$ cat src/rtl/fcs_consts.svh
/*
  Offsets, field positions, reset values and limits of the flash command
  status block. Included by the package user; holds definitions only.
*/
`ifndef FCS_CONSTS_SVH
`define FCS_CONSTS_SVH

// Register indices; the byte address is four times the index
`define FCS_IDX_CMD_INDEX  3'h0
`define FCS_IDX_CMD_WORD   3'h1
`define FCS_IDX_EEP_PROT   3'h2
`define FCS_IDX_CMD_STATUS 3'h6
`define FCS_IDX_ERR_STATUS 3'h7

// Command status field positions
`define FCS_COMMAND_COMPLETE_FLAG_BIT   7
`define FCS_ACCESS_ERROR_FLAG_BIT 5
`define FCS_PROTECTION_VIOLATION_FLAG_BIT 4
`define FCS_BUSY_BIT   3
`define FCS_RSVD_BIT   2

// Error status field positions
`define FCS_ERR_UNCORR_BIT 1
`define FCS_ERR_CORR_BIT   0

// Protection register: enable bit, size field is [5:0] in 32-byte units
`define FCS_EPROT_EN_BIT 7

// Reset values
`define FCS_RST_EEP_PROT  8'h00
`define FCS_RST_CMD_INDEX 3'h0

// Program-EEPROM command code and legal last command word index
`define FCS_CMD_PGM_EEP 8'h01
`define FCS_IDX_MIN     3'h2
`define FCS_IDX_MAX     3'h5

// EEPROM block global address range
`define FCS_EEP_BASE 18'h00400
`define FCS_EEP_END  18'h013ff

// Nonvolatile configuration field layout
`define FCS_CFG_KEY_BASE 18'h3ff00
`define FCS_CFG_KEY_LEN  8
`define FCS_CFG_PHRASE   18'h3ff08
`define FCS_CFG_PROGRAM_FLASH_PROTECTION    18'h3ff0c
`define FCS_CFG_EEPROM_PROTECTION   18'h3ff0d
`define FCS_CFG_NVOPT    18'h3ff0e
`define FCS_CFG_SEC      18'h3ff0f

// Bus answers
`define FCS_RESP_OKAY   2'h0
`define FCS_RESP_SLVERR 2'h2

`endif

$ cat src/rtl/fcs_pkg.sv
/*
  Types of the flash command status block: bus carriers, array carriers,
  sequencer states and the block's state record.
  Assumes nothing beyond a SystemVerilog compiler.
*/
package fcs_pkg;

  typedef enum logic [1:0] {
    FCS_IDLE  = 2'b00,
    FCS_CHECK = 2'b01,
    FCS_RUN   = 2'b10
  } fcs_state_e_t;

  // AXI4-Lite master to slave
  typedef struct packed {
    logic        awvalid;
    logic [7:0]  awaddr;
    logic        wvalid;
    logic [31:0] wdata;
    logic [3:0]  wstrb;
    logic        bready;
    logic        arvalid;
    logic [7:0]  araddr;
    logic        rready;
  } fcs_axi_req_t;

  // AXI4-Lite slave to master
  typedef struct packed {
    logic        awready;
    logic        wready;
    logic        bvalid;
    logic [1:0]  bresp;
    logic        arready;
    logic        rvalid;
    logic [31:0] rdata;
    logic [1:0]  rresp;
  } fcs_axi_rsp_t;

  // Program order toward the array
  typedef struct packed {
    logic             start;
    logic [17:0]      addr;
    logic [2:0]       nwords;
    logic [3:0][15:0] data;
  } fcs_arr_cmd_t;

  // Reports from the array
  typedef struct packed {
    logic       done;
    logic       verify_err;
    logic       verify_fatal;
    logic       init_valid;
    logic [1:0] init_status;
    logic       fault_corr;
    logic       fault_uncorr;
  } fcs_arr_rsp_t;

  typedef struct packed {
    logic             aw_got;
    logic [7:0]       aw_addr;
    logic             w_got;
    logic [31:0]      w_data;
    logic [3:0]       w_strb;
    fcs_axi_rsp_t     bus;
    fcs_state_e_t     st;
    logic             command_complete_flag;
    logic             access_error_flag;
    logic             protection_violation_flag;
    logic [1:0]       mgstat;
    logic [1:0]       ferr;
    logic [2:0]       idx;
    logic [5:0][15:0] words;
    logic [7:0]       eprot;
    fcs_arr_cmd_t     arr;
  } fcs_regs_t;

endpackage

$ cat src/rtl/fcs_flash_status.sv
/*
  Command launch, status flags and program-EEPROM launch checks of a
  flash memory controller, with an AXI4-Lite register slave.
  Assumes the array reports done as a one-cycle pulse after each start,
  and that all inputs except the asynchronous reset arst_n are synchronous to clk.
*/
// Summary of operation
// - Writing one to command-complete launches; it stays low until finish or rejection.
// - Sequence violations and illegal commands set access error; it blocks launches.
// - Access error clears only on a written one; zero leaves it.
// - Protection violation set on protected program; written one clears it.
// - While protection violation is set, no launch and no new command sequence.
// - Busy reads one while a command executes, zero when idle.
// - Status bit 2 always reads zero.
// - Completion status bits set on execution or reset-sequence errors.
// - Error status flags are readable and only clearable by writes.
// - Configuration field holds an eight-byte backdoor key at its base.
// - Configuration field holds protection, option and security bytes at fixed places.
// - Program-EEPROM launch with index below two or above five is an access error.
// - Program-EEPROM launch in a mode lacking the command is an access error.
// - Program-EEPROM with an invalid global address is an access error.
// - Program-EEPROM with an odd word address is an access error.
// - Program-EEPROM running past the EEPROM end is an access error.
// - Program-EEPROM into a protected area is a protection violation.
// - Verify errors set the upper status bit, uncorrectable ones the lower.
`timescale 1ns/1ps
`include "fcs_consts.svh"

module fcs_flash_status
  import fcs_pkg::*;
(
  input  wire logic         clk,
  input  wire logic         arst_n,
  input  wire fcs_axi_req_t axi_req,
  output fcs_axi_rsp_t      axi_rsp,
  input  wire logic         pgm_eep_allowed,
  output fcs_arr_cmd_t      arr_cmd,
  input  wire fcs_arr_rsp_t arr_rsp
);

  // Whole state of the block; d is what it becomes at the next edge
  fcs_regs_t q;
  fcs_regs_t d;

  // Combinational helpers
  logic        wr_now;
  logic        wr_hit;
  logic        rd_hit;
  logic [2:0]  wr_idx;
  logic [2:0]  rd_idx;
  logic [7:0]  wr_byte0;
  logic        launch;
  logic        set_acc;
  logic        set_vio;
  logic        clr_acc;
  logic        clr_vio;
  logic [1:0]  clr_ferr;
  logic [7:0]  cmd_code;
  logic [17:0] g_addr;
  logic [2:0]  n_words;
  logic [17:0] last_addr;
  logic [17:0] prot_lo;
  logic        chk_acc;
  logic        chk_vio;
  logic [31:0] rd_val;

  // One when the address hits a mapped register, zero for any other address
  function automatic logic reg_hit(input logic [7:0] a);
    logic [2:0] i;
    i = a[4:2];
    reg_hit = (a[7:5] == 3'h0) &&
              (i == `FCS_IDX_CMD_INDEX || i == `FCS_IDX_CMD_WORD ||
               i == `FCS_IDX_EEP_PROT || i == `FCS_IDX_CMD_STATUS ||
               i == `FCS_IDX_ERR_STATUS);
  endfunction

  // Address lies inside the EEPROM block
  // Both bounds are inclusive, so the last byte is still a legal target
  function automatic logic in_eep(input logic [17:0] a);
    in_eep = (a >= `FCS_EEP_BASE) && (a <= `FCS_EEP_END);
  endfunction

  // Role of a global address inside the nonvolatile configuration field:
  // 0 outside, 1 backdoor key, 2 reserved, 3 program-flash protection,
  // 4 EEPROM protection, 5 option byte, 6 security byte
  function automatic logic [2:0] cfg_slot(input logic [17:0] a);
    logic [17:0] off;
    off = a - `FCS_CFG_KEY_BASE;
    if (a < `FCS_CFG_KEY_BASE || a > `FCS_CFG_SEC) begin
      cfg_slot = 3'h0;
    end else if (off < 18'(`FCS_CFG_KEY_LEN)) begin
      cfg_slot = 3'h1;
    end else if (a < `FCS_CFG_PROGRAM_FLASH_PROTECTION) begin
      cfg_slot = 3'h2;
    end else if (a == `FCS_CFG_PROGRAM_FLASH_PROTECTION) begin
      cfg_slot = 3'h3;
    end else if (a == `FCS_CFG_EEPROM_PROTECTION) begin
      cfg_slot = 3'h4;
    end else if (a == `FCS_CFG_NVOPT) begin
      cfg_slot = 3'h5;
    end else begin
      cfg_slot = 3'h6;
    end
  endfunction

  // Write data bytes gated by their strobes
  // Only the low half of the bus carries a sixteen-bit command word
  function automatic logic [15:0] merge16(input logic [15:0] old,
                                          input logic [31:0] nw,
                                          input logic [3:0]  st);
    merge16 = {st[1] ? nw[15:8] : old[15:8], st[0] ? nw[7:0] : old[7:0]};
  endfunction

  // Command parameters decoded from the stored command words; the word
  // count is one less than the last index, prot_lo is the first
  // protected byte of the EEPROM
  always_comb begin
    cmd_code  = q.words[0][15:8];
    g_addr    = {q.words[0][1:0], q.words[1]};
    n_words   = q.idx - 3'h1;
    last_addr = g_addr + {14'h0000, n_words, 1'b0} - 18'h00001;
    prot_lo   = `FCS_EEP_END - {7'h00, q.eprot[5:0], 5'h1f};
    chk_acc   = 1'b0;
    chk_vio   = 1'b0;
    if (cmd_code != `FCS_CMD_PGM_EEP) begin
      chk_acc = 1'b1;
    end
    if (q.idx < `FCS_IDX_MIN || q.idx > `FCS_IDX_MAX) begin
      chk_acc = 1'b1;
    end
    if (!pgm_eep_allowed) begin
      chk_acc = 1'b1;
    end
    if (!in_eep(g_addr)) begin
      chk_acc = 1'b1;
    end
    if (g_addr[0]) begin
      chk_acc = 1'b1;
    end
    if (!in_eep(last_addr) || last_addr < g_addr) begin
      chk_acc = 1'b1;
    end
    // The configuration field belongs to the program flash, so an EEPROM
    // program may never reach it, even if the EEPROM window is moved
    if (cfg_slot(g_addr) != 3'h0 || cfg_slot(last_addr) != 3'h0) begin
      chk_acc = 1'b1;
    end
    // Protection only matters once the request itself is well formed
    if (!chk_acc && q.eprot[`FCS_EPROT_EN_BIT] && last_addr >= prot_lo) begin
      chk_vio = 1'b1;
    end
  end

  // Read data of the register addressed by the read channel
  // Command word indices six and seven have no storage and read zero
  always_comb begin
    rd_hit = reg_hit(axi_req.araddr);
    rd_idx = axi_req.araddr[4:2];
    rd_val = 32'h0000_0000;
    unique case (rd_idx)
      `FCS_IDX_CMD_INDEX:  rd_val[2:0] = q.idx;
      `FCS_IDX_CMD_WORD:   rd_val[15:0] = (q.idx <= 3'h5) ? q.words[q.idx] : 16'h0000;
      `FCS_IDX_EEP_PROT:   rd_val[7:0] = q.eprot;
      `FCS_IDX_CMD_STATUS: begin
        rd_val[`FCS_COMMAND_COMPLETE_FLAG_BIT]   = q.command_complete_flag;
        rd_val[`FCS_ACCESS_ERROR_FLAG_BIT] = q.access_error_flag;
        rd_val[`FCS_PROTECTION_VIOLATION_FLAG_BIT] = q.protection_violation_flag;
        rd_val[`FCS_BUSY_BIT]   = !q.command_complete_flag;
        rd_val[`FCS_RSVD_BIT]   = 1'b0;
        rd_val[1:0]             = q.mgstat;
      end
      `FCS_IDX_ERR_STATUS: rd_val[1:0] = q.ferr;
      default:             rd_val = 32'h0000_0000;
    endcase
  end

  // Next state of the whole block
  always_comb begin
    d             = q;
    d.arr.start   = 1'b0;
    wr_now        = q.aw_got && q.w_got && !q.bus.bvalid;
    wr_hit        = reg_hit(q.aw_addr);
    wr_idx        = q.aw_addr[4:2];
    wr_byte0      = q.w_strb[0] ? q.w_data[7:0] : 8'h00;
    launch        = 1'b0;
    set_acc       = 1'b0;
    set_vio       = 1'b0;
    clr_acc       = 1'b0;
    clr_vio       = 1'b0;
    clr_ferr      = 2'b00;

    // Write address and data are taken independently, in either order
    if (axi_req.awvalid && q.bus.awready) begin
      d.aw_got  = 1'b1;
      d.aw_addr = axi_req.awaddr;
    end
    if (axi_req.wvalid && q.bus.wready) begin
      d.w_got  = 1'b1;
      d.w_data = axi_req.wdata;
      d.w_strb = axi_req.wstrb;
    end
    if (q.bus.bvalid && axi_req.bready) begin
      d.bus.bvalid = 1'b0;
    end

    // Register write once both halves are held
    // Refused sequence writes still answer OKAY; the flags tell software why
    if (wr_now) begin
      d.aw_got     = 1'b0;
      d.w_got      = 1'b0;
      d.bus.bvalid = 1'b1;
      d.bus.bresp  = wr_hit ? `FCS_RESP_OKAY : `FCS_RESP_SLVERR;
      if (wr_hit) begin
        unique case (wr_idx)
          `FCS_IDX_CMD_INDEX: begin
            // A blocked sequence start is silently dropped
            if (q.protection_violation_flag) begin
            end else if (!q.command_complete_flag) begin
              set_acc = 1'b1;
            end else if (q.w_strb[0]) begin
              d.idx = q.w_data[2:0];
            end
          end
          `FCS_IDX_CMD_WORD: begin
            if (q.protection_violation_flag) begin
            end else if (!q.command_complete_flag || q.idx > 3'h5) begin
              set_acc = 1'b1;
            end else begin
              d.words[q.idx] = merge16(q.words[q.idx], q.w_data, q.w_strb);
            end
          end
          `FCS_IDX_EEP_PROT: begin
            if (q.w_strb[0]) begin
              d.eprot = q.w_data[7:0];
            end
          end
          `FCS_IDX_CMD_STATUS: begin
            clr_acc = wr_byte0[`FCS_ACCESS_ERROR_FLAG_BIT];
            clr_vio = wr_byte0[`FCS_PROTECTION_VIOLATION_FLAG_BIT];
            // Flags seen before this write gate the launch
            launch  = wr_byte0[`FCS_COMMAND_COMPLETE_FLAG_BIT] && q.command_complete_flag &&
                      !q.access_error_flag && !q.protection_violation_flag;
          end
          `FCS_IDX_ERR_STATUS: begin
            clr_ferr = wr_byte0[1:0];
          end
          default: begin
          end
        endcase
      end
    end

    // Sequencer
    unique case (q.st)
      FCS_IDLE: begin
        // Waits for a launch write that no flag blocks
        if (launch) begin
          d.command_complete_flag   = 1'b0;
          d.mgstat = 2'b00;
          d.st     = FCS_CHECK;
        end
      end
      FCS_CHECK: begin
        // One cycle of checks; a refusal never reaches the array
        if (chk_acc || chk_vio) begin
          set_acc = set_acc | chk_acc;
          set_vio = chk_vio;
          d.command_complete_flag  = 1'b1;
          d.st    = FCS_IDLE;
        end else begin
          d.arr.start  = 1'b1;
          d.arr.addr   = g_addr;
          d.arr.nwords = n_words;
          d.arr.data   = {q.words[5], q.words[4], q.words[3], q.words[2]};
          d.st         = FCS_RUN;
        end
      end
      FCS_RUN: begin
        // The array owns the command until its done pulse
        if (arr_rsp.done) begin
          d.mgstat = {arr_rsp.verify_err, arr_rsp.verify_fatal};
          d.command_complete_flag   = 1'b1;
          d.st     = FCS_IDLE;
        end
      end
      default: begin
        d.st   = FCS_IDLE;
        d.command_complete_flag = 1'b1;
      end
    endcase

    // Reset-sequence errors add to the completion status
    if (arr_rsp.init_valid) begin
      d.mgstat = d.mgstat | arr_rsp.init_status;
    end

    // Sticky flags: a set in the clearing cycle wins
    // Letting the clear win would silently lose an error seen in that cycle
    d.access_error_flag = (q.access_error_flag & !clr_acc) | set_acc;
    d.protection_violation_flag = (q.protection_violation_flag & !clr_vio) | set_vio;
    d.ferr   = (q.ferr & ~clr_ferr) |
               {arr_rsp.fault_uncorr, arr_rsp.fault_corr};

    // Read channel: one read at a time, answered the cycle after it is taken
    if (q.bus.rvalid && axi_req.rready) begin
      d.bus.rvalid = 1'b0;
    end
    if (axi_req.arvalid && q.bus.arready) begin
      d.bus.rvalid = 1'b1;
      d.bus.rdata  = rd_hit ? rd_val : 32'h0000_0000;
      d.bus.rresp  = rd_hit ? `FCS_RESP_OKAY : `FCS_RESP_SLVERR;
    end

    // Readies are registered so every port comes from a flop
    // Low ready while a response waits keeps one write and one read in flight
    d.bus.awready = !d.aw_got && !d.bus.bvalid;
    d.bus.wready  = !d.w_got && !d.bus.bvalid;
    d.bus.arready = !d.bus.rvalid;
  end

  // State register
  always_ff @(posedge clk or negedge arst_n) begin
    if (!arst_n) begin
      // Readies start high so a master may offer at the first edge, and
      // complete starts high because no command is under way
      q             <= '0;
      q.bus.awready <= 1'b1;
      q.bus.wready  <= 1'b1;
      q.bus.arready <= 1'b1;
      q.st          <= FCS_IDLE;
      q.command_complete_flag        <= 1'b1;
      q.idx         <= `FCS_RST_CMD_INDEX;
      q.eprot       <= `FCS_RST_EEP_PROT;
    end else begin
      q <= d;
    end
  end

  // Outputs straight from the state register
  assign axi_rsp = q.bus;
  assign arr_cmd = q.arr;

endmodule

$ cat config.mk
export PLATFORM = sky130hd
export DESIGN_NAME = fcs_flash_status
export DESIGN_NICKNAME = d
export VERILOG_FILES = /design/src/rtl/fcs_pkg.sv /design/src/rtl/fcs_flash_status.sv
export VERILOG_INCLUDE_DIRS = /design/src /design/src/rtl
export SDC_FILE = /design/constraint.sdc
export NUM_CORES = 1
export LEC_CHECK = 0
export ABC_CLOCK_PERIOD_IN_PS = 11800
export BUFFER_PORTS_ARGS = -buffer_cell sky130_fd_sc_hd__buf_2
export CAP_MARGIN = 20
export CORE_ASPECT_RATIO = 0.5
export CORE_UTILIZATION = 30
export DETAILED_ROUTE_END_ITERATION = 6
export PLACE_DENSITY_LB_ADDON = 0.1
export SETUP_SLACK_MARGIN = 0.2
export SLEW_MARGIN = 20
export SYNTH_ARGS = -nofsm -noshare
export SYNTH_HDL_FRONTEND = slang
export SYNTH_SLANG_ARGS = --single-unit
export TNS_END_PERCENT = 5
$ cat constraint.sdc
create_clock -name clk -period 11.8 [get_ports clk]
set_input_delay 0 -clock clk [delete_from_list [all_inputs] [get_ports clk]]
set_output_delay 0 -clock clk [all_outputs]
set_load 0.05 [all_outputs]
Word-level counts from Yosys, hierarchy flattened
Cells that the tools add are included.

storage, ports and cells
  ROM bits = 0
  input port bits = 68
  output and inout port bits = 127
  memories kept = 0
  memory bits (writable) = 0
  flip-flop bits (word level) = 289
  bits in latches = 0

operators by class
  reduce and logical (&&, ||, !) cells = 59
  div/mod/pow operators = 0
  $mul = 0
  shift operators = 0
  $add $sub $neg = 6
  bitwise gates (word level) = 12
  mux-type cells = 80
  magnitude comparators = 19
  equality and inequality tests = 20

operator list
  operator                                                              count
  2-to-1 mux 86 bit                                                     2
  == test 18 bit (second input constant)                                6
  bitwise mux 96 bit                                                    1
  < comparator 18 bit (second input constant)                           4
  2-to-1 mux 16 bit                                                     4
  binary-select mux 16 bit (select 3 bit)                               1
  demux 16 bit (select 3 bit)                                           1
  2-to-1 mux 37 bit                                                     1
  greater-or-equal comparator 18 x 11 -> 1 bit (second input constant)  2
  greater-than comparator 18 bit (second input constant)                2
  <= comparator 18 x 13 -> 1 bit (second input constant)                2
  < comparator 18 x 4 -> 1 bit (second input constant)                  2
  subtractor 18 bit (second input constant)                             2
  2-to-1 mux 35 bit                                                     1
  2-to-1 mux 3 bit                                                      11
  2-to-1 mux 1 bit                                                      32
  2-to-1 mux 8 bit                                                      4
  2-to-1 mux 2 bit                                                      13
  logical AND 1 bit                                                     19
  adder 18 x 4 -> 18 bit                                                1
  greater-or-equal comparator 18 bit                                    1
  < comparator 18 bit                                                   1
  one-hot mux 3 bit (3 select lines)                                    2
  subtractor 18 x 1 -> 18 bit (second input constant)                   1
  35 further kinds                                                      80

Longest topological paths before layout
  word-level depth = 21
  gate-level depth with buffers = 24

Least setup slack after synthesis
Ideal clock, no wire load.

  path kind = register -> register
  start = register q[192] (netlist name)
  end = register q, in the netlist arr_cmd[10]
  arrival time = 4.932 ns
  buffers on the path = 5
  cell stages (with the launch flop) = 23
  data required time = 11.675 ns
  period minus slack after synthesis = 5.058 ns
  path slack = 6.742 ns
  cell sequence = dfrtp_1 buf_1 clkbuf_1 buf_1 xnor2_1 ha_1 inv_1 ha_1 a211oi_2 o311a_1 nor3_1 or4_4 and2_1 ha_1 nor2b_1 o21ai_0 o211ai_1 o2111ai_1 nor3b_2 nand4_2 buf_6 buf_6 mux2_4

between the ends
  word-level cells in the longest chain between the ends = 20
  elaborated cells on any way between the ends = 43
  classes of those cells = add/sub (4); order compare (10); eq/ne (3); mux (13); bitwise (1); reduce/logical (12)

RTL lines
  what                                                             RTL line                 text
  from (decl)                                                      fcs_flash_status.sv:42   fcs_regs_t q;
  branches (longest 17 deep; another with adder 18 x 4 -> 18 bit)  n/a
  logical OR 1 bit *                                               fcs_flash_status.sv:265  if (chk_acc || chk_vio) begin
  inverter 1 bit (no line) *                                       n/a
  AND reduction 2 bit (no line) *                                  n/a

Every way passes the cells marked *.
A chain may end at the register's enable or synchronous reset.

Final worst setup path
  start = register q[190] (netlist name)
  end = register q, in the netlist arr_cmd[25]

The elaborated chain is that of the path after synthesis.

==> out/metrics.cfg <==
[outcome]
outcome = finished clean

[placement]
dp.cells = 1787
portBuffers = 154
gp_congestion = 0.8057
dp_slack_ns = 5.329
hpwl_mm = 29.48

[die]
dieHeight_um = 152.7
fp.coreArea_um2 = 44190
die-area_um2 = 46310
die_w_um = 303.3
num_rows = 54
start_util = 0.3082
io_pins = 195

[global_routing]
track_usage = 0.1746
antenna_found_initial = 1
grt_overflow_total = 0
grtUsageMet2 = 0.2768
grt_max_degree = 110
met3_usage = 0.02709
grt_pass1_vias = 9390
grt_pass1_wl_mm = 60.81
grt_busiest_layer = met2
grt_use_met1 = 0.2537

[power]
p_sw_frac = 0.2940
p_clk_frac = 0.383
p_int_mw = 1.529
comb_power_share = 0.150
pwr-share-seq = 0.467
p_per_area_nw_per_um2 = 140.1
max-vdd-ir-drop_v = 0.00008075
power_switching_mw = 0.6367
leakage_nw = 7.597
p_total_mw = 2.166

[worst_setup_path]
cpPeakStageDelay_ns = 0.80
cpMostUsedCell = ha_1
start_kind = register
path_cells = inv_1 > ha_1 > xnor2_1 > ha_1 > inv_1 > ha_1 > nand2b_1 > or3_1 > a311oi_1 > a211oi_1 > xnor2_1 > ha_1 > nand2_1 > o21bai_1 > a211oi_1 > o211ai_1 > o2111ai_1 > nor3b_2 > nand4_4 > buf_4 > mux2_2
cpLargestDelayFamily = adder cells
cp.arrival_ns = 6.94
cp_max_fo = 62
cpMaxStageDelayCell = buf_4
endpoint_kind = register
r2r-start = q[190]
cp.required_ns = 12.23
setup.worst_path.class = reg -> reg
cp-startpoint = q[190]
critPathBufInv = 3

[timing]
setup_viol = 0
max_freq_mhz = 153.8
worstMarginPinSlew_ns = 1.125
min_period_ns = 6.502
grt_setup_unrepaired = no
fin_skew_ns = 0.02322
finalCritPeriodShare = 0.5510
finalSetupTns_ns = 0
fin_ws_ns = 5.298
hold_viol_final = 0
slew_viol_final = 0
max_slew_margin = 0.2498

[route]
viasPerCell = 4.866
drt_wl_total_mm = 39.93
drc_errors = 0
first_pass_iters = 5
vias = 9138
first_iter_violations = 700
post_drt_wl_per_cell_um = 21.26
detail-route-antenna-nets = 0

[yosys]
ys_ff_latch = 251
synth_area_leader_cell = dfrtp_1
async_reset_ff_frac = 1.000
ys.flop_type = dfrtp_1
synth_area_leaders = dfrtp_1, mux2_2, buf_4, ha_1, mux2_4
synth_edf_count = 0
synth.distinct_cells = 73
avgSynthCellArea_um2 = 11.47
synthCells = 1187
synth_area_um2 = 13620
yosysTopAreaCellShare = 0.4538
seq_area_frac_synth = 0.4615
ys_warn_count = 0

[hold_path]
min_path_type = in -> reg
hp-start = axi_req[7]

[flow_run]
max_cap_viol_count = 0

[cts]
cts_tree = yes
ctsHoldBuffers = 44
post_cts_resize_count = 0
cts_buffers = 26
clockBufferDepth = 3
cts.clk_slew.worst_paths_ns = 0.07
cts_setup_buffers = 0
clockRootBuffer = clkbuf_16
clock-sinks = 251
cts.htree.levels = 1
clk_latency_ns = 0.55

[cells_and_area]
mostFrequentLayoutCells = dfrtp_1, mux2_2, buf_2
area_growth_pct = 13.46
final_util = 0.3497
diodes = 0
final_nets = 1402
final_common_cell = dfrtp_1
fin_cells = 1878
drive_gt1_frac = 0.3349

==> routing by layer <==
metal	up-vias	routed length, µm
li1	4240	-
met1	4704	19360
met2	162	18350
met3	32	1657
met4	0	555
met5	-	0
==> power groups by stage <==
stage                     registers [mW]  clock network (mW)  logic [mW]
after floorplan                    0.984                   0       0.233
after global placement              1.02                   0       0.306
after detailed placement            1.03                   0       0.312
after CTS                           1.01               0.854       0.330
after global routing                1.02               0.896       0.354
final                               1.01               0.829       0.325
==> cell type report <==
class / count / area, µm²
Fill cell: 4457 / 28730
Sequential cell: 251 / 6287
Multi-Input combinational cell: 727 / 6058
Timing Repair Buffer: 210 / 1315
Clock buffer: 37 / 762.0
Tap cell: 588 / 735.7
Inverter: 55 / 206.4
Clock inverter: 10 / 88.84
==> logic make-up (layout without fill, tap and decap cells) <==
family	Yosys count	count (layout)	synth area share
simple gates	214	214	0.07891
fa+ha+maj	63	63	0.05842
buf+inv	226	312	0.1008
other cells	1	18	0.0002753
xor+xnor	13	13	0.008359
flops	251	251	0.4615
mux	234	234	0.2045
compound gates	185	185	0.08727
==> per-stage QoR <==
| step | hold slack, ns | cell area, µm² |
|---|---|---|
| 2_1_floorplan | -0.2956 | 13680 |
| 3_3_place_gp | 0.1244 | 14150 |
| 3_5_place_dp | 0.1315 | 14150 |
| 4_1_cts | 0.009503 | 15440 |
| 5_1_grt | 0.05255 | 15450 |
| 6_report | 0.03806 | 15450 |
==> synthesized netlist by cell type, types with 7 or more instances <==
cell type    n
dfrtp_1    247
mux2i_1     33
mux2_2     168
mux2_4      24
nand2_1     74
buf_1        7
buf_2       14
clkbuf_1    19
buf_4      127
xnor2_1      9
nor2b_1     10
nor3_1      14
inv_1       54
a211oi_1     7
nand2b_1    13
o31ai_1      7
a21o_1       7
o21ai_0     63
a22o_1      10
ha_1        62
nand3_1     10
nor2_1      46
a21oi_1     40
mux4_2       9
==> worst min-delay path, delay by kind of cell <==
family | cells | cell delay, ns
AO/OA/AOI/OAI | 2 | 0.35
buffers and inverters | 1 | 0.07
AND/OR/NAND/NOR | 1 | 0.12
==> final timing paths <==
| kind | endpoint | slack (ns) | cells past startpoint |
|---|---|---|---|
| hold / removal | axi_rsp[2] | 0.04 | 4 |
| setup / recovery | arr_cmd[25] | 5.30 | 21 |
| min in group asynchronous | arr_cmd[65] | 0.06 | 2 |
| setup reg to reg | arr_cmd[25] | 5.30 | 21 |
| max in group asynchronous | q[195] | 10.24 | 3 |
| hold reg to reg | axi_rsp[39] | 0.47 | 1 |
==> registers in the layout (all words and copies together) (netlist names) <==
name      flops
g_addr       18
cmd_code      8
q           116
arr_cmd      86
axi_rsp      23
(Power assumes the default switching activity.)
